--- src/verilog/synth_mode_pkg.sv ---
// Package of constants for the dual synthesizer mode and powerdown control
package synth_mode_pkg;
  localparam int          WORD_BITS    = 22;
  localparam int          POS_POLARITY = 18;
  localparam int          POS_CURRENT  = 19;
  localparam int          POS_HIZ      = 20;
  localparam int          POS_LOCKSEL  = 21;
  localparam int          POS_STATSEL  = 22;
  localparam int          POS_PRESCALE = 21;
  localparam int          POS_PWDN     = 22;
  localparam logic [1:0]  SEL_TWO_REF  = 2'h0;
  localparam logic [1:0]  SEL_ONE_REF  = 2'h1;
  localparam logic [1:0]  SEL_TWO_FB   = 2'h2;
  localparam logic [1:0]  SEL_ONE_FB   = 2'h3;
  localparam logic [4:0]  REF_RESET    = 5'h00;
  localparam logic [1:0]  FB_RESET     = 2'h0;
endpackage : synth_mode_pkg

--- src/verilog/dual_synth_mode_powerdown_ctrl.sv ---
// Top of the dual synthesizer mode and powerdown control
`timescale 1ns/1ps
`default_nettype none
module dual_synth_mode_powerdown_ctrl (
  input  wire logic  core_clk_in,
  input  wire logic  rst_n_in,
  input  wire logic  serial_clock_in,
  input  wire logic  serial_data_in,
  input  wire logic  latch_strobe_in,
  input  wire logic  loop_one_locked_in,
  input  wire logic  loop_two_locked_in,
  input  wire logic  loop_one_ref_div_in,
  input  wire logic  loop_two_ref_div_in,
  input  wire logic  loop_one_fb_div_in,
  input  wire logic  loop_two_fb_div_in,
  input  wire logic  loop_one_pump_idle_in,
  input  wire logic  loop_two_pump_idle_in,
  output logic       shared_status_pin_out,
  output logic       shared_status_pin_oe_out,
  output logic       loop_one_polarity_out,
  output logic       loop_two_polarity_out,
  output logic       loop_one_pump_high_out,
  output logic       loop_two_pump_high_out,
  output logic       loop_one_pump_hiz_out,
  output logic       loop_two_pump_hiz_out,
  output logic       loop_one_prescale_128_out,
  output logic       loop_two_prescale_128_out,
  output logic       loop_one_powered_down_out,
  output logic       loop_two_powered_down_out,
  output logic       loop_one_counter_reset_out,
  output logic       loop_two_counter_reset_out,
  output logic       ref_osc_disable_out
);
  localparam int W = synth_mode_pkg::WORD_BITS;
  // ************************************
  // Pin synchronisers
  // ************************************
  logic [2:0] sync_a;
  logic [2:0] sync_b;
  logic       sclk_d;
  logic       le_d;
  always_ff @(posedge core_clk_in) begin
    if (!rst_n_in) begin
      sync_a <= 3'h0;
      sync_b <= 3'h0;
      sclk_d <= 1'b0;
      le_d   <= 1'b0;
    end else begin
      sync_a <= {serial_clock_in, serial_data_in, latch_strobe_in};
      sync_b <= sync_a;
      sclk_d <= sync_b[2];
      le_d   <= sync_b[0];
    end
  end
  logic sclk_rise;
  logic le_rise;
  // Data is taken from the same stage as the clock, so hold time survives the delay
  assign sclk_rise = sync_b[2] && !sclk_d;
  assign le_rise   = sync_b[0] && !le_d;
  // ************************************
  // Shift register
  // ************************************
  logic [W-1:0] shift;
  always_ff @(posedge core_clk_in) begin
    if (!rst_n_in) shift <= '0;
    else if (sclk_rise) shift <= {shift[W-2:0], sync_b[1]};
  end
  logic [1:0] wsel;
  assign wsel = shift[1:0];
  logic [4:0] ref_word;
  logic [1:0] fb_word;
  assign ref_word = shift[synth_mode_pkg::POS_STATSEL-1:synth_mode_pkg::POS_POLARITY-1];
  assign fb_word  = shift[synth_mode_pkg::POS_PWDN-1:synth_mode_pkg::POS_PRESCALE-1];
  // ************************************
  // Loop controllers
  // ************************************
  logic [4:0] one_ref;
  logic [4:0] two_ref;
  logic [1:0] one_fb;
  logic [1:0] two_fb;
  logic       one_pd;
  logic       two_pd;
  loop_mode_ctrl #(.REF_SEL(synth_mode_pkg::SEL_ONE_REF), .FB_SEL(synth_mode_pkg::SEL_ONE_FB)) u_one (
    .core_clk_in      (core_clk_in),
    .rst_n_in         (rst_n_in),
    .latch_in         (le_rise),
    .word_select_in   (wsel),
    .ref_bits_in      (ref_word),
    .fb_bits_in       (fb_word),
    .pump_idle_in     (loop_one_pump_idle_in),
    .ref_bits_out     (one_ref),
    .fb_bits_out      (one_fb),
    .powered_down_out (one_pd)
  );
  loop_mode_ctrl #(.REF_SEL(synth_mode_pkg::SEL_TWO_REF), .FB_SEL(synth_mode_pkg::SEL_TWO_FB)) u_two (
    .core_clk_in      (core_clk_in),
    .rst_n_in         (rst_n_in),
    .latch_in         (le_rise),
    .word_select_in   (wsel),
    .ref_bits_in      (ref_word),
    .fb_bits_in       (fb_word),
    .pump_idle_in     (loop_two_pump_idle_in),
    .ref_bits_out     (two_ref),
    .fb_bits_out      (two_fb),
    .powered_down_out (two_pd)
  );
  // ************************************
  // Status pin select
  // ************************************
  logic [1:0] lock_select;
  logic [1:0] status_select;
  assign lock_select   = {one_ref[3], two_ref[3]};
  assign status_select = {one_ref[4], two_ref[4]};
  logic next_pin;
  logic next_oe;
  logic next_rst_one;
  logic next_rst_two;
  always_comb begin
    next_pin     = 1'b0;
    next_oe      = 1'b1;
    next_rst_one = 1'b0;
    next_rst_two = 1'b0;
    unique case (status_select)
      2'h0: begin
        unique case (lock_select)
          2'h0: next_pin = 1'b0;
          2'h1: next_pin = loop_two_locked_in;
          2'h2: next_pin = loop_one_locked_in;
          2'h3: next_pin = loop_one_locked_in && loop_two_locked_in;
        endcase
      end
      2'h1: next_pin = lock_select[0] ? loop_two_fb_div_in : loop_two_ref_div_in;
      2'h2: next_pin = lock_select[0] ? loop_one_fb_div_in : loop_one_ref_div_in;
      2'h3: begin
        if (lock_select == 2'h0) begin
          // Open drain: pulls low while fast lock is on, released otherwise
          next_pin = 1'b0;
          next_oe  = one_ref[1];
        end else begin
          next_rst_one = lock_select[1];
          next_rst_two = lock_select[0];
        end
      end
    endcase
  end
  always_ff @(posedge core_clk_in) begin
    if (!rst_n_in) begin
      shared_status_pin_out      <= 1'b0;
      shared_status_pin_oe_out   <= 1'b1;
      loop_one_counter_reset_out <= 1'b0;
      loop_two_counter_reset_out <= 1'b0;
    end else begin
      shared_status_pin_out      <= next_pin;
      shared_status_pin_oe_out   <= next_oe;
      // Counters restart from the same reset release, keeping R and N aligned
      loop_one_counter_reset_out <= next_rst_one || one_pd;
      loop_two_counter_reset_out <= next_rst_two || two_pd;
    end
  end
  // ************************************
  // Loop mode outputs
  // ************************************
  always_ff @(posedge core_clk_in) begin
    if (!rst_n_in) begin
      loop_one_polarity_out  <= 1'b0;
      loop_two_polarity_out  <= 1'b0;
      loop_one_pump_high_out <= 1'b0;
      loop_two_pump_high_out <= 1'b0;
    end else begin
      loop_one_polarity_out  <= one_ref[0];
      loop_two_polarity_out  <= two_ref[0];
      loop_one_pump_high_out <= one_ref[1];
      loop_two_pump_high_out <= two_ref[1];
    end
  end
  // Pumps parked in high impedance through reset; afterwards only bit 2, a counter reset or powerdown parks them
  always_ff @(posedge core_clk_in) begin
    if (!rst_n_in) begin
      loop_one_pump_hiz_out <= 1'b1;
      loop_two_pump_hiz_out <= 1'b1;
    end else begin
      loop_one_pump_hiz_out <= one_ref[2] || next_rst_one || one_pd;
      loop_two_pump_hiz_out <= two_ref[2] || next_rst_two || two_pd;
    end
  end
  always_ff @(posedge core_clk_in) begin
    if (!rst_n_in) begin
      loop_one_prescale_128_out <= 1'b0;
      loop_two_prescale_128_out <= 1'b0;
    end else begin
      loop_one_prescale_128_out <= one_fb[0];
      loop_two_prescale_128_out <= two_fb[0];
    end
  end
  // ************************************
  // Powerdown outputs
  // ************************************
  always_ff @(posedge core_clk_in) begin
    if (!rst_n_in) begin
      loop_one_powered_down_out <= 1'b0;
      loop_two_powered_down_out <= 1'b0;
    end else begin
      loop_one_powered_down_out <= one_pd;
      loop_two_powered_down_out <= two_pd;
    end
  end
  // Follows latched bits, so it stops even while a synchronous loop still waits
  always_ff @(posedge core_clk_in) begin
    if (!rst_n_in) ref_osc_disable_out <= 1'b0;
    else ref_osc_disable_out <= one_fb[1] && two_fb[1];
  end
  // ************************************
  // Checks
  // ************************************
  chk_pin_disabled: assert property (@(posedge core_clk_in) disable iff (!rst_n_in)
    status_select == 2'h0 && lock_select == 2'h0 |=> !shared_status_pin_out && shared_status_pin_oe_out)
    else $error("status pin not low");
  chk_both_lock: assert property (@(posedge core_clk_in) disable iff (!rst_n_in)
    status_select == 2'h0 && lock_select == 2'h3 |=> shared_status_pin_out == $past(loop_one_locked_in && loop_two_locked_in))
    else $error("combined lock wrong");
  chk_fast_lock: assert property (@(posedge core_clk_in) disable iff (!rst_n_in)
    status_select == 2'h3 && lock_select == 2'h0 |=> shared_status_pin_oe_out == $past(one_ref[1]))
    else $error("fast lock drive wrong");
  chk_reset_hiz: assert property (@(posedge core_clk_in) disable iff (!rst_n_in)
    next_rst_two |=> loop_two_counter_reset_out && loop_two_pump_hiz_out)
    else $error("counter reset wrong");
  chk_osc_off: assert property (@(posedge core_clk_in) disable iff (!rst_n_in)
    ref_osc_disable_out |-> $past(one_fb[1]) && $past(two_fb[1]))
    else $error("oscillator off early");
  chk_shift_in: assert property (@(posedge core_clk_in) disable iff (!rst_n_in)
    sclk_rise |=> shift[0] == $past(sync_b[1]))
    else $error("shift bit lost");
  // ************************************
  // Latch checks
  // ************************************
  chk_latch_ref: assert property (@(posedge core_clk_in) disable iff (!rst_n_in)
    le_rise && wsel == synth_mode_pkg::SEL_ONE_REF |=> one_ref == $past(ref_word))
    else $error("reference word lost");
  chk_latch_fb: assert property (@(posedge core_clk_in) disable iff (!rst_n_in)
    le_rise && wsel == synth_mode_pkg::SEL_TWO_FB |=> two_fb == $past(fb_word))
    else $error("feedback word lost");
  chk_latch_other: assert property (@(posedge core_clk_in) disable iff (!rst_n_in)
    le_rise && wsel == synth_mode_pkg::SEL_TWO_REF |=> one_ref == $past(one_ref) && one_fb == $past(one_fb))
    else $error("wrong latch written");
  chk_mode_bits: assert property (@(posedge core_clk_in) disable iff (!rst_n_in)
    1'b1 |=> {loop_one_polarity_out, loop_one_pump_high_out} == $past({one_ref[0], one_ref[1]}))
    else $error("loop one mode bits wrong");
  chk_mode_bits_two: assert property (@(posedge core_clk_in) disable iff (!rst_n_in)
    1'b1 |=> {loop_two_polarity_out, loop_two_pump_high_out} == $past({two_ref[0], two_ref[1]}))
    else $error("loop two mode bits wrong");
  chk_prescale: assert property (@(posedge core_clk_in) disable iff (!rst_n_in)
    1'b1 |=> {loop_one_prescale_128_out, loop_two_prescale_128_out} == $past({one_fb[0], two_fb[0]}))
    else $error("prescaler select wrong");
  chk_hiz_bit: assert property (@(posedge core_clk_in) disable iff (!rst_n_in)
    one_ref[2] |=> loop_one_pump_hiz_out)
    else $error("loop one pump not parked");
  chk_hiz_bit_two: assert property (@(posedge core_clk_in) disable iff (!rst_n_in)
    two_ref[2] |=> loop_two_pump_hiz_out)
    else $error("loop two pump not parked");
  // ************************************
  // Status pin checks
  // ************************************
  chk_lock_two: assert property (@(posedge core_clk_in) disable iff (!rst_n_in)
    status_select == 2'h0 && lock_select == 2'h1 |=> shared_status_pin_out == $past(loop_two_locked_in))
    else $error("loop two lock wrong");
  chk_lock_one: assert property (@(posedge core_clk_in) disable iff (!rst_n_in)
    status_select == 2'h0 && lock_select == 2'h2 |=> shared_status_pin_out == $past(loop_one_locked_in))
    else $error("loop one lock wrong");
  chk_ref_route: assert property (@(posedge core_clk_in) disable iff (!rst_n_in)
    status_select == 2'h1 && !lock_select[0] |=> shared_status_pin_out == $past(loop_two_ref_div_in))
    else $error("loop two reference route wrong");
  chk_ref_route_one: assert property (@(posedge core_clk_in) disable iff (!rst_n_in)
    status_select == 2'h2 && !lock_select[0] |=> shared_status_pin_out == $past(loop_one_ref_div_in))
    else $error("loop one reference route wrong");
  chk_fb_route: assert property (@(posedge core_clk_in) disable iff (!rst_n_in)
    status_select == 2'h2 && lock_select[0] |=> shared_status_pin_out == $past(loop_one_fb_div_in))
    else $error("loop one feedback route wrong");
  chk_fb_route_two: assert property (@(posedge core_clk_in) disable iff (!rst_n_in)
    status_select == 2'h1 && lock_select[0] |=> shared_status_pin_out == $past(loop_two_fb_div_in))
    else $error("loop two feedback route wrong");
  chk_route_drive: assert property (@(posedge core_clk_in) disable iff (!rst_n_in)
    status_select != 2'h3 |=> shared_status_pin_oe_out)
    else $error("status pin not driven");
  chk_fast_low: assert property (@(posedge core_clk_in) disable iff (!rst_n_in)
    status_select == 2'h3 && lock_select == 2'h0 |=> !shared_status_pin_out)
    else $error("fast lock level wrong");
  chk_reset_one: assert property (@(posedge core_clk_in) disable iff (!rst_n_in)
    status_select == 2'h3 && lock_select[1] |=> loop_one_counter_reset_out && loop_one_pump_hiz_out)
    else $error("loop one counter reset wrong");
  // ************************************
  // Powerdown checks
  // ************************************
  chk_pd_hiz: assert property (@(posedge core_clk_in) disable iff (!rst_n_in)
    one_pd |=> loop_one_counter_reset_out && loop_one_pump_hiz_out && loop_one_powered_down_out)
    else $error("loop one powerdown incomplete");
  chk_pd_hiz_two: assert property (@(posedge core_clk_in) disable iff (!rst_n_in)
    two_pd |=> loop_two_counter_reset_out && loop_two_pump_hiz_out && loop_two_powered_down_out)
    else $error("loop two powerdown incomplete");
  chk_osc_on: assert property (@(posedge core_clk_in) disable iff (!rst_n_in)
    !one_fb[1] || !two_fb[1] |=> !ref_osc_disable_out)
    else $error("oscillator stopped early");
  cov_fast: cover property (@(posedge core_clk_in) disable iff (!rst_n_in)
    status_select == 2'h3 && lock_select == 2'h0 && one_ref[1]);
  cov_pd: cover property (@(posedge core_clk_in) disable iff (!rst_n_in) one_pd && two_pd);
  cov_lock: cover property (@(posedge core_clk_in) disable iff (!rst_n_in)
    status_select == 2'h0 && lock_select == 2'h3 && shared_status_pin_out);
  cov_sync_wait: cover property (@(posedge core_clk_in) disable iff (!rst_n_in)
    two_fb[1] && !two_pd && !two_ref[2]);
  cov_count_reset: cover property (@(posedge core_clk_in) disable iff (!rst_n_in)
    status_select == 2'h3 && lock_select == 2'h3);
endmodule : dual_synth_mode_powerdown_ctrl
`default_nettype wire

--- src/verilog/loop_mode_ctrl.sv ---
// One loop's mode latches and powerdown sequencer
`timescale 1ns/1ps
`default_nettype none
module loop_mode_ctrl #(
  parameter logic [1:0] REF_SEL = 2'h0,
  parameter logic [1:0] FB_SEL  = 2'h2
) (
  input  wire logic        core_clk_in,
  input  wire logic        rst_n_in,
  input  wire logic        latch_in,
  input  wire logic [1:0]  word_select_in,
  input  wire logic [4:0]  ref_bits_in,
  input  wire logic [1:0]  fb_bits_in,
  input  wire logic        pump_idle_in,
  output logic      [4:0]  ref_bits_out,
  output logic      [1:0]  fb_bits_out,
  output logic             powered_down_out
);
  // ************************************
  // Latches
  // ************************************
  typedef enum logic [1:0] {PD_ACTIVE = 2'b00, PD_WAIT = 2'b01, PD_DOWN = 2'b11} pd_state_t;
  pd_state_t state;
  always_ff @(posedge core_clk_in) begin
    if (!rst_n_in) begin
      ref_bits_out <= synth_mode_pkg::REF_RESET;
      fb_bits_out  <= synth_mode_pkg::FB_RESET;
    end else if (latch_in) begin
      if (word_select_in == REF_SEL) ref_bits_out <= ref_bits_in;
      if (word_select_in == FB_SEL) fb_bits_out <= fb_bits_in;
    end
  end
  // ************************************
  // Powerdown sequencer
  // ************************************
  logic fb_latch;
  assign fb_latch = latch_in && (word_select_in == FB_SEL);
  always_ff @(posedge core_clk_in) begin
    if (!rst_n_in) begin
      state <= PD_ACTIVE;
    end else if (fb_latch && !fb_bits_in[1]) begin
      state <= PD_ACTIVE;
    end else if (fb_latch && fb_bits_in[1] && state == PD_ACTIVE) begin
      state <= ref_bits_out[2] ? PD_DOWN : PD_WAIT;
    end else if (state == PD_WAIT && pump_idle_in) begin
      state <= PD_DOWN;
    end
  end
  always_ff @(posedge core_clk_in) begin
    if (!rst_n_in) powered_down_out <= 1'b0;
    else powered_down_out <= (state == PD_DOWN);
  end
  chk_async_down: assert property (@(posedge core_clk_in) disable iff (!rst_n_in)
    fb_latch && fb_bits_in[1] && ref_bits_out[2] && state == PD_ACTIVE |-> ##2 powered_down_out)
    else $error("async powerdown late");
  chk_power_up: assert property (@(posedge core_clk_in) disable iff (!rst_n_in)
    fb_latch && !fb_bits_in[1] |-> ##2 !powered_down_out)
    else $error("power up late");
  chk_sync_wait: assert property (@(posedge core_clk_in) disable iff (!rst_n_in)
    state == PD_WAIT && !pump_idle_in && !latch_in |=> state == PD_WAIT)
    else $error("sync powerdown early");
endmodule : loop_mode_ctrl
`default_nettype wire

--- config.mk ---
export PLATFORM = sky130hd
export DESIGN_NAME = dual_synth_mode_powerdown_ctrl
export DESIGN_NICKNAME = d
export VERILOG_FILES = /design/src/verilog/synth_mode_pkg.sv /design/src/verilog/dual_synth_mode_powerdown_ctrl.sv /design/src/verilog/loop_mode_ctrl.sv
export SDC_FILE = /design/constraint.sdc
export NUM_CORES = 1
export LEC_CHECK = 0
export ABC_AREA = 1
export BUFFER_PORTS_ARGS = -buffer_cell sky130_fd_sc_hd__buf_2
export CAP_MARGIN = 40
export CORE_AREA = 2 2 66 68
export CTS_CLUSTER_DIAMETER = 100
export DETAILED_ROUTE_END_ITERATION = 8
export DIE_AREA = 0 0 68 70
export PLACE_DENSITY = 0.81
export REMOVE_ABC_BUFFERS = 1
export SLEW_MARGIN = 40
export SYNTH_ARGS = -nofsm -noshare
export SYNTH_HDL_FRONTEND = slang
export SYNTH_HIERARCHICAL = 1
export SYNTH_SLANG_ARGS = --single-unit
--- constraint.sdc ---
create_clock -name core_clk_in -period 2 [get_ports core_clk_in]
set_input_delay 0.2 -clock core_clk_in [delete_from_list [all_inputs] [get_ports core_clk_in]]
set_output_delay 0.2 -clock core_clk_in [all_outputs]
set_load 0.05 [all_outputs]
==> impl.org, run 1 <==
** Timing
- Number of hold-slack violations in the final timing report :: 0
- For the pin with the worst max-slew slack, the measured transition is 455 ps.
- Across all setup checks in the final design, the least slack found is 603 ps.
- Worst-case hold slack :: 45.2 ps
- Max Fclk :: 0.716 GHz
- Headroom to the max-slew limit came out at 0.695.
- TNS Setup :: 0 ps
- The worst path needs 1400 ps of the cycle, external delays included.
- Post-route clock period utilization :: 0.698
- Setup repair after global routing left no endpoint under its margin.
- Final number of max-transition violations :: 0
- Setup-failing EPs final :: 0
- The clock arrives with 8.09 ps of skew.

** Detailed routing
- In the detailed route, the total length drawn on met3 is 276 um.
- Sum of routed wire segments on met1 :: 1.72 mm
- DRC :: 0
- For this block, the routed nets add up to 3.76 mm of wire.
- Antenna-violating nets left :: 0
- Starting DRC count in detailed routing :: 97
- Dividing the detail-routed wire length by the instance count gives 9.99 um.
- The pre-antenna-repair detailed-routing pass consisted of 5 iterations.
- Detailed-route via count :: 1757
- Top metal layer carrying routed signals :: met4
- Summed over all nets, wire length on met2 after detailed routing comes to 1.71 mm.
- Dividing the detail-routed via count by the number of cells gives 4.67.

** Clock tree
- Clock latency reported for the late side of the worst-skew pair :: 330 ps
- Clk sink count :: 65
- Worst-path clk slew :: 60 ps
- In this run, post-CTS repair resized a total of 0 instances.
- After clock tree synthesis, the flow added hold-fix buffers numbering 0.
- After clock tree synthesis, the setup repair step added 0 buffers.
- No sink is reached through more buffers than the 2 on the longest clock path.
- CTS root buf :: sky130_fd_sc_hd__clkbuf_8
- Num CTS Buffers :: 9
- CTS built an H-tree with a depth of 3.
- TritonCTS built the clock tree.

** Power and ir drop
- In this run the power density over the cells is 900 mW/mm^2.
- Clock share of power :: 0.371
- Switching power share of the total :: 0.227
- Worst vdd ir :: 0.563 mV
- In this run the static leakage power is 1.34 nW.
- Logic pwr share :: 0.056
- The design draws 2.38 mW.
- The internal power of the cells totals 1.84 mW.
- Of the total power, registers draw 0.573.
- The analysis attributes to net switching a power of 540 uW.

** Worst setup path
- Highest net fanout along the worst path :: 6
- Critical Path Slowest Stage Cell :: sky130_fd_sc_hd__nor2_1
- Crit path cell chain :: inv_1, nor2_1, nand2_1, nor2_4, inv_2, nor2_1, nor2_1
- CP arrival :: 1620 ps
- By instance count, the cell type seen most on the critical path is sky130_fd_sc_hd__nor2_1.
- In this run the critical register-to-register path is launched from sync_b[0].
- STA classifies the critical path endpoint as a flop.
- The worst setup path is of the reg2reg kind.
- For this run, the slowest stage of the critical path takes 350 ps.
- The setup check on the worst reg-to-reg path leaves a slack of 600 ps.
- Counting cells, the worst reg-to-reg path comes to 7.
- Crit Reg-Reg Endpoint :: u_two/ref_bits_out[3]
- Data required time at the worst endpoint :: 2220 ps
- Critical path startpoint category :: flop

** Finish
- The number of antenna diodes in the final layout is 0.
- Layout cells sized above 1 :: 0.179
- Cell area after layout :: 0.00265 mm^2
- The finished layout holds 376 standard cells, fillers aside.
- Final nets :: 335
- Number of filler cells placed in the layout :: 352
- Compared with the post-synthesis result, the final layout area differs by 13.2%.
- Most frequent standard cell in the layout excluding fill and tap cells :: sky130_fd_sc_hd__nor2_1
- Post-Route Utilization :: 0.639
- The top cell types in the final layout, fill and taps aside, are sky130_fd_sc_hd__nor2_1, sky130_fd_sc_hd__dfxtp_1, sky130_fd_sc_hd__nand2_1.

** Yosys
- During synthesis, Yosys emitted a total of 6 warnings.
- Distinct cell type count of the synthesized netlist :: 22
- Sequential fraction of the synthesis area :: 0.557
- Synthesized instance count :: 290
- Averaged over all synthesized cells, the footprint is 8.06 um^2.
- #FFs+latches synth :: 65
- After synthesis the cells add up to 0.00234 mm^2.

** Run status
- The run finished with clean final reports.

** Min path
- The worst hold path passes through 3 cells.
- Worst min-delay path startpoint :: serial_clock_in
- Class of the tightest hold or removal check :: in2reg
- Endpoint with the worst hold slack :: sync_a[2]

** GRT
- Maximum number of pins on one net before global-route repair :: 41
- Vias in the first global route :: 1459
- First-pass GRT wire length :: 6.18 mm
- For this run, the total global-route usage over all layers was measured as 0.179.
- Initial antenna violation count :: 0
- Summed over all layers, the global routing overflow is 0.

** Place
- In this run the cell area measured after placement is 0.00250 mm^2.
- DP Cell Count :: 363
- Dpl hpwl :: 2.50 mm
- The congestion estimate from routability-driven global placement came to 0.799.
- Setup slack at placement :: 624 ps
- Port buffering added 27 buffers.

** Die
- The floorplan step defined a die boundary enclosing 0.00476 mm^2.
- Die outline height :: 70 um
- Initial standard-cell utilization of the core :: 0.564
- # IOs :: 28
- Core area :: 0.00414 mm^2
- Number of cell rows :: 24
- The die is 68 um wide.

** Run
- Max-cap violations in this run came to 0.
==> critical path, delay by kind of cell, from the launching register on <==
family / cells / cell delay [ps]
simple gates: 5 / 860
buf+inv: 2 / 120
flops: 1 / 320
==> how the worst max path moves through the flow <==
stage | from | slack, ps | to | cells after the start
floorplan | sync_b[0] | 760 | u_one/ref_bits_out[4] | 7
global placement | sync_b[0] | 690 | u_one/ref_bits_out[2] | 7
detailed placement | sync_b[0] | 620 | u_two/ref_bits_out[3] | 7
CTS | sync_b[0] | 600 | u_two/ref_bits_out[1] | 7
global route | sync_b[0] | 450 | u_two/ref_bits_out[3] | 7
finish | sync_b[0] | 600 | u_two/ref_bits_out[3] | 7
==> cell families after synthesis <==
kind of cell,synth area share
simple gates,0.241
buf+inv,0.0926
compound gates,0.109
flops,0.557
==> Yosys cell counts, drive strengths merged <==
cell type  number  area, um^2
o21ai          36         188
a21oi           9        52.6
buf             4        38.8
nand4           1        6.26
nor2           85         349
clkinv          1        5.00
o21bai          2        15.0
nand2          40         153
dfxtp          65        1300
nand3           3        45.0
nor3            1        5.00
and3            1        6.26
inv            38         143
clkbuf          4        30.0
==> area by class of cell <==
cell class,count,area (um^2),share of cell area
clock inverters,1,5.00,0.00189
clock buffers,12,145,0.0548
repair buffers,29,163,0.0615
inverters,39,148,0.0558
flip-flops and latches,65,1300,0.492
multi-input cells,178,820,0.310
well taps,52,65.1,0.0246
==> flip-flops by register name, indices dropped and copies added, names as in the netlist, 2 cells and up <==
register,count
u_two/state,2
u_two/ref_bits_out,5
u_one/fb_bits_out,2
u_two/fb_bits_out,2
sync_b,3
u_one/state,2
u_one/ref_bits_out,5
sync_a,3
shift,22
==> power by group through the flow <==
| stage | clock, mW | combinational (mW) | sequential, mW |
|---|---|---|---|
| 6_report | 0.883 | 0.134 | 1.37 |
| 5_1_grt | 0.962 | 0.153 | 1.37 |
| 4_1_cts | 0.916 | 0.135 | 1.37 |
| 3_5_place_dp | 0 | 0.134 | 1.39 |
| 3_3_place_gp | 0 | 0.131 | 1.39 |
| 2_1_floorplan | 0 | 0.0682 | 1.40 |
==> routing by layer <==
layer,GRT usage,up-vias
met5,0,-
met4,0.0800,0
met3,0.0853,7
met2,0.262,48
met1,0.220,751
li1,-,951
(Power assumes the default switching activity.)
==> run 2, diff against run 1 <==
--- a/config.mk
+++ b/config.mk
@@ -8,11 +8,11 @@
 export ABC_AREA = 1
 export BUFFER_PORTS_ARGS = -buffer_cell sky130_fd_sc_hd__buf_2
 export CAP_MARGIN = 40
-export CORE_AREA = 2 2 66 68
+export CORE_AREA = 2 2 68 70
 export CTS_CLUSTER_DIAMETER = 100
 export DETAILED_ROUTE_END_ITERATION = 8
-export DIE_AREA = 0 0 68 70
-export PLACE_DENSITY = 0.81
+export DIE_AREA = 0 0 70 72
+export PLACE_DENSITY = 0.77
 export REMOVE_ABC_BUFFERS = 1
 export SLEW_MARGIN = 40
 export SYNTH_ARGS = -nofsm -noshare
==> constraint.sdc (replaced) <==
create_clock -name core_clk_in -period 1.3 [get_ports core_clk_in]
set_input_delay 0.13 -clock core_clk_in [delete_from_list [all_inputs] [get_ports core_clk_in]]
set_output_delay 0.13 -clock core_clk_in [all_outputs]
set_load 0.05 [all_outputs]
==> impl.org, run 2 (synthesis results as in run 1) <==
** Clock tree
- TritonCTS clock tree :: built
- The insertion delay to the later sink of the worst-skew pair was 340 ps (about the same).
- CTS root buf :: sky130_fd_sc_hd__clkbuf_8
- Maximum count of clock buffers along a single path :: 2 (unchanged)
- Number of H-tree levels :: 3 (unchanged)
- Num CTS Buffers :: 9 (unchanged)
- The total number of clock tree sinks came to 65 (unchanged).
- Worst-path clk slew :: 70 ps (about the same)

** GRT
- The maximum number of pins on one net before global-route repair was 23 (-44%).
- Global-route total usage across every layer :: 0.167 (-0.0118)
- The remaining global-route overflow is 0 (unchanged).
- Initial antenna violation count :: 0 (unchanged)
- The via count of the first global-routing pass came to 1565 (+7.3%).
- First-pass GRT wire length :: 6.59 mm (+6.6%)

** Worst setup path
- Critical Path Most Common Cell :: sky130_fd_sc_hd__nor2_1
- The worst register-to-register path begins at sync_b[0].
- CP arrival :: 1380 ps (-240 ps)
- The required time of the critical path came to 1530 ps (-690 ps).
- The critical path is of the reg2reg type.
- Worst setup slack for register-to-register paths :: 150 ps (-450 ps)
- The worst setup path is launched from a flop.
- Count of cells along the worst register-to-register path :: 6 (-1)
- Crit path cell chain :: inv_1, nor2_1, buf_4, nand3_4, o21ai_2, nor2_1
- Among all stages on the critical path, the largest delay is contributed by sky130_fd_sc_hd__dfxtp_1.
- Highest net fanout along the worst path :: 5 (-1)
- Slowest Stage Delay on Critical Path :: 330 ps (-20 ps)
- Beginning of the critical path :: sync_b[0]
- Endpoint type of the worst setup path :: flop
- The worst register-to-register path ends at u_two/state[0].

** Detailed routing
- The wire length per cell after detailed routing was 9.69 um (-3.0%).
- Final wirelength :: 3.74 mm (-0.45%)
- The via-per-instance ratio came to 4.63 (-0.82%).
- The violation count after the first detailed-routing iteration is 66 (-32%).
- The detailed-routing iteration count for the pre-antenna-repair pass was 4 (-1).
- DRC :: 0 (unchanged)
- Antenna-violating nets left :: 0 (unchanged)
- The number of vias after detailed routing came to 1789 (+1.8%).

** Die
- The overall die area is 0.00504 mm^2 (+5.9%).
- Width of the chip :: 70 um (+2.9%)
- The count of pins on the block boundary is 28 (unchanged).
- The number of placement rows is 24 (unchanged).
- The starting density of the core is 0.548 (-0.0159).
- The core region area is 0.00426 mm^2 (+2.9%).
- The vertical extent of the die came to 72 um (+2.9%).

** Finish
- Leaving out fill and tap cells, the most frequent cell in the layout is sky130_fd_sc_hd__nor2_1.
- FF/Latch Area :: 0.00130 mm^2 (unchanged)
- The count of fill cells added during filler insertion is 381 (+8.2%).
- Most frequent cells in the layout :: sky130_fd_sc_hd__nor2_1, sky130_fd_sc_hd__dfxtp_1, sky130_fd_sc_hd__nand2_1
- Ranked by flip-flop count, first place goes to shift.
- The multi-input logic area was 820 um^2 (unchanged).
- Compared with the post-synthesis result, the final layout area differs by 17.7%.
- Layout cells sized above 1 :: 0.201 (+0.0216)
- Final nets :: 342 (+2.1%)
- The post-route cell area came to 0.00275 mm^2 (+4.0%).
- # diodes :: 0 (unchanged)
- The number of flip-flops under the largest register name came to 22 (unchanged).
- The largest registers in the layout are shift: 22 flops, u_one/ref_bits_out: 5 flops, u_two/ref_bits_out: 5 flops.

** Power and ir drop
- Internal power summed over all cells :: 3.02 mW (+64%)
- The peak ir drop on the vdd network is 0.993 mV (+76%).
- Switching power summed over all nets :: 931 uW (+73%)
- Switching power share of the total :: 0.236 (+0.00948)
- The part of the power in the clock network is 0.413 (+0.042).
- Reported leakage power :: 1.38 nW (+3.4%)
- The power density over the cells is 1430 mW/mm^2 (+59%).
- Logic pwr share :: 0.056 (about the same)
- The proportion of power drawn by flip-flops and latches is 0.531 (-0.042).

** Min path
- The worst hold path begins at loop_one_pump_idle_in.
- The min-delay analysis places its worst path in the category in2reg.
- Hold path cells :: 3 (unchanged)
- Endpoint with the worst hold slack :: u_one/state[1]

** Timing
- Post-route clock period utilization :: 0.886 (+0.187)
- The final hold violation count was 0 (unchanged).
- TNS Setup :: 0 ps (unchanged)
- The remaining max-slew budget at the tightest pin is 0.715 (+0.0195).
- The post-route clock skew came to 6.82 ps (-1.27 ps).
- Final number of max-transition violations :: 0 (unchanged)
- Max Fclk :: 0.869 GHz (+21%)
- Actual transition at the worst max-transition pin :: 427 ps (-28.1 ps)
- Final critical-path setup slack :: 149 ps (-454 ps)
- The setup violation total in the final timing report was 0 (unchanged).
- Setup repair after global routing left no endpoint under its margin.
- Min Clock Period, post-route :: 1150 ps (-246 ps)

** Place
- Count of input and output buffers :: 27 (unchanged)
- DP Area :: 0.00253 mm^2 (+1.2%)
- Final weighted congestion in routability-driven placement :: 0.778 (-2.6%)
- The worst slack at placement was 144 ps (-479 ps).
- Dpl hpwl :: 2.57 mm (+2.9%)

** Run status
- The flow ran to the end, and the final reports show no timing, DRC or antenna violations.

** Run
- The number of max-capacitance violations reported is 0 (unchanged).
run 2: cell types whose count changed in the layout (fill, tap and decap cells not counted), moves of 2 or more:
cell | previous run | this run
sky130_fd_sc_hd__buf_4 | 1 | 5
sky130_fd_sc_hd__clkinvlp_4 | 0 | 3
sky130_fd_sc_hd__dlygate4sd3_1 | 0 | 3
sky130_fd_sc_hd__clkbuf_1 | 2 | 0
run 2: metal layers:
layer | GRT usage | wire length, um | vias up
met2 | 0.275 | 1720 | 36
met3 | 0.0500 | 152 | 9
met4 | 0.103 | 69 | 0
li1 | - | - | 971
met5 | 0 | 0 | -
met1 | 0.192 | 1800 | 773
run 2: final cells by class:
cell class                      instances  area share
Tap cell                               52      0.0236
Clock inverter                          7      0.0259
Multi-Input combinational cell        178       0.298
Sequential cell                        65       0.473
Clock buffer                            9      0.0450
Inverter                               39      0.0537
Timing Repair Buffer                   36      0.0809
run 2: worst max-delay path by stage:
stage                                  to  slack [ps]
CTS                        u_two/state[0]         130
detailed placement         u_two/state[0]         140
global route               u_two/state[0]          40
global placement           u_two/state[0]         180
finish                     u_two/state[0]         150
floorplan           u_one/ref_bits_out[4]          60
run 2: repair_timing:
item,4_1_cts,5_1_grt
resized for setup,0,0
endpoints found under the hold margin,3,0
setup buffers,0,0
hold buffers,3,0
run 2: power by group through the flow:
stage	Sequential, mW	Combinational, mW	Clock [mW]
6_report	2.10	0.221	1.63
5_1_grt	2.10	0.252	1.76
4_1_cts	2.10	0.224	1.68
3_5_place_dp	2.14	0.216	0
3_3_place_gp	2.14	0.212	0
2_1_floorplan	2.16	0.105	0
run 2: worst max-delay path: cells and delay by family, from the launching register on:
family	cells	cell delay (ps)
flops	1	330
simple gates	3	310
buf+inv	2	200
compound gates	1	200
run 2: metrics by stage:
step | util | hold slack, ps | total power [mW] | cells
2_1_floorplan | - | 221 | 2.27 | 282
3_3_place_gp | 0.592 | 312 | 2.35 | 367
3_5_place_dp | 0.592 | 316 | 2.36 | 367
4_1_cts | 0.645 | 70.7 | 4.00 | 386
5_1_grt | 0.645 | 98.6 | 4.11 | 386
6_report | 0.645 | 87.4 | 3.95 | 386
==> run 3, diff against run 2 <==
--- a/config.mk
+++ b/config.mk
@@ -8,11 +8,11 @@
 export ABC_AREA = 1
 export BUFFER_PORTS_ARGS = -buffer_cell sky130_fd_sc_hd__buf_2
 export CAP_MARGIN = 40
-export CORE_AREA = 2 2 68 70
+export CORE_AREA = 2 2 85 87
 export CTS_CLUSTER_DIAMETER = 100
 export DETAILED_ROUTE_END_ITERATION = 8
-export DIE_AREA = 0 0 70 72
-export PLACE_DENSITY = 0.77
+export DIE_AREA = 0 0 87 89
+export PLACE_DENSITY = 0.54
 export REMOVE_ABC_BUFFERS = 1
 export SLEW_MARGIN = 40
 export SYNTH_ARGS = -nofsm -noshare
==> impl.org, run 3 (synthesis results as in run 1) <==
** Run status
- The run finished with clean final reports.

** Place
- The HPWL after detailed placement is 2.75 mm (+7.0%).
- Setup slack at placement :: 148 ps (+3.93 ps)
- DP Area :: 0.00255 mm^2 (+0.89%)
- Final weighted congestion in routability-driven placement :: 0.707 (-9.2%)
- The number of input and output port buffers inserted was 27 (unchanged).
- The total placed cells including tap cells is 395 (+7.6%).

** GRT
- Maximum number of pins on one net before global-route repair :: 23 (unchanged)
- Global-route total usage across every layer :: 0.115 (-0.0517)
- Aggregate global routing overflow :: 0 (unchanged)
- The initial antenna violation count came to 0 (unchanged).
- Vias in the first global route :: 1527 (-2.4%)
- The global-route wire length before repair is 6.84 mm (+3.8%).

** Die
- The overall die area was 0.00774 mm^2 (+54%).
- The starting density of the core was 0.348 (-0.200).
- Die outline height :: 89 um (+24%)
- Core area :: 0.00672 mm^2 (+58%)
- The count of pins on the block boundary came to 28 (unchanged).
- Number of cell rows :: 30 (+25%)
- The die extent in x came to 87 um (+24%).

** Timing
- Final critical-path setup slack :: 152 ps (+2.78 ps)
- The remaining max-slew budget at the tightest pin is 0.755 (+0.0404).
- Setup repair after global routing left no endpoint under its margin.
- Post-route clock period utilization :: 0.883 (-0.00214)
- The setup violation total in the final timing report is 0 (unchanged).
- TNS Setup :: 0 ps (unchanged)
- The final hold violation count was 0 (unchanged).
- The number of max-slew violations in the final report is 0 (unchanged).
- The maximum clock rate came to 0.871 GHz (+0.24%).
- Clk_skew :: 7.35 ps (+0.527 ps)
- Worst-case hold slack :: 98.3 ps (+10.9 ps)
- Actual transition at the worst max-transition pin :: 367 ps (-60.5 ps)
- Min Clock Period, post-route :: 1150 ps (-2.78 ps)

** Power and ir drop
- The part of the power in the clock network is 0.422 (+0.009).
- Logic pwr share :: 0.055 (about the same)
- The peak ir drop on the vdd network came to 0.731 mV (-26%).
- Seq pwr share :: 0.523 (-0.008)
- Switching power share of the total :: 0.224 (-0.0117)
- The internal power of the cells came to 3.11 mW (+3.0%).
- Reported leakage power :: 1.39 nW (+0.46%)
- The power density over the cells was 1440 mW/mm^2 (+0.65%).
- Switching power summed over all nets :: 898 uW (-3.5%)

** Finish
- Syn-to-layout area delta :: 18.7%
- The number of nets at the end of the flow came to 342 (unchanged).
- The largest registers in the layout are shift: 22 flops, u_one/ref_bits_out: 5 flops, u_two/ref_bits_out: 5 flops.
- The sequential standard cell area came to 0.00130 mm^2 (unchanged).
- Max reg flops :: 22 (unchanged)
- The library cell used most frequently in the layout, excluding fill and tap cells, is sky130_fd_sc_hd__nor2_1.
- The multi-input logic area is 820 um^2 (unchanged).
- The count of fill cells added during filler insertion was 675 (+77%).
- The post-route cell area was 0.00277 mm^2 (+0.82%).
- Layout cells sized above 1 :: 0.195 (-0.00540)
- Leaving out fill and tap cells, the most frequent cells in the layout are sky130_fd_sc_hd__nor2_1, sky130_fd_sc_hd__dfxtp_1, sky130_fd_sc_hd__nand2_1.
- The number of standard cells in the layout, taps in and fillers out came to 413 (+7.0%).
- Largest register by flop count :: shift
- The total inserted antenna cells is 0 (unchanged).

** Run
- The number of max-capacitance violations reported is 0 (unchanged).

** Worst setup path
- The data arrival at the endpoint of the critical path was 1380 ps (about the same).
- Critical path start-end classification :: reg2reg
- The peak fanout along the critical path came to 6 (+1).
- Count of cells along the worst register-to-register path :: 8 (+2)
- Critical Path Most Common Cell :: sky130_fd_sc_hd__nor2_1
- Slowest Stage Delay on Critical Path :: 320 ps (about the same)
- RR Startpoint :: sync_b[0]
- The worst setup path is captured at a flop.
- Beginning of the critical path :: sync_b[0]
- On the critical path, the stage with the largest delay is an instance of sky130_fd_sc_hd__dfxtp_1.
- The worst setup path is launched from a flop.
- The critical path goes through inv_1, nor2_1, buf_4, nand2_1, nor2_4, inv_2, nor2_1, nor2_1.
- The worst-case register-to-register setup slack came to 150 ps (about the same).
- The required time of the critical path came to 1530 ps (about the same).

** Min path
- Worst min-delay path startpoint :: loop_two_pump_idle_in
- The path class of the tightest hold or removal check is in2reg.
- The hold path depth came to 3 (unchanged).

** Clock tree
- The maximum clock path buffer count is 2 (unchanged).
- Clk sink count :: 65 (unchanged)
- Hold buffer count at CTS :: 3 (unchanged)
- The clock-pin transition on the worst setup and hold timing paths is 70 ps (about the same).
- The post-CTS setup-driven buffer insertion count came to 0 (unchanged).
- The insertion delay to the later sink of the worst-skew pair is 330 ps (about the same).
- The CTS buffer count is 9 (unchanged).
- CTS root buf :: sky130_fd_sc_hd__clkbuf_8
- TritonCTS clock tree :: built
- The number of cells upsized or downsized after cts is 0 (unchanged).
- Number of H-tree levels :: 3 (unchanged)

** Detailed routing
- The detailed-routing iteration count for the pre-antenna-repair pass came to 6 (+2).
- The wire length per cell after detailed routing came to 9.96 um (+2.8%).
- Antenna-violating nets left :: 0 (unchanged)
- The post-detailed-routing wire length is 4.11 mm (+10%).
- The via-per-instance ratio was 4.31 (-7.1%).
- DRC :: 0 (unchanged)
- The violation count after the first detailed-routing iteration is 96 (+45%).
- The number of vias after detailed routing is 1778 (-0.61%).
==> run 3: cell types whose count changed in the layout (fill, tap and decap cells not counted), sizes merged <==
cell	delta
clkbuf	+3
clkinv	-1
clkinvlp	-3
==> run 3: worst max-delay path: cells and delay by family (launching register included) <==
| kind | cells | cell delay [ps] |
|---|---|---|
| AND/OR/NAND/NOR | 5 | 470 |
| flip-flops | 1 | 320 |
| buffers and inverters | 3 | 270 |
==> run 3: path summary, 6_finish.rpt <==
| kind | endpoint |
|---|---|
| max reg2reg | u_two/ref_bits_out[4] |
| min | u_two/state[1] |
| min reg2reg | sync_b[1] |
| max | u_two/ref_bits_out[4] |
==> run 3: layout make-up <==
| type | count | share of cell area |
|---|---|---|
| multi-input combinational | 178 | 0.295 |
| tap | 80 | 0.0361 |
| timing repair buffer | 36 | 0.0758 |
| clock inverter | 3 | 0.0144 |
| sequential | 65 | 0.469 |
| clock buffer | 12 | 0.0559 |
| inverter | 39 | 0.0532 |
==> run 3: power by group through the flow <==
| stage | Combinational, mW | Sequential, mW | Clock, mW |
|---|---|---|---|
| CTS | 0.223 | 2.10 | 1.75 |
| global placement | 0.211 | 2.14 | 0 |
| finish | 0.220 | 2.10 | 1.69 |
| floorplan | 0.105 | 2.16 | 0 |
| global route | 0.249 | 2.10 | 1.83 |
| detailed placement | 0.215 | 2.14 | 0 |
==> run 3: metal layers <==
layer	global-route usage	share of wire	vias to the layer above
met2	0.176	0.45	44
li1	-	-	968
met4	0.0554	0.0083	0
met3	0.0499	0.054	4
met1	0.140	0.49	762
met5	0	0	-
==> run 3: per-stage QoR <==
step                      power [mW]   util
after floorplan                 2.27      -
after global placement          2.35  0.379
after detailed placement        2.36  0.379
after CTS                       4.07  0.413
after global routing            4.18  0.413
final                           4.00  0.413
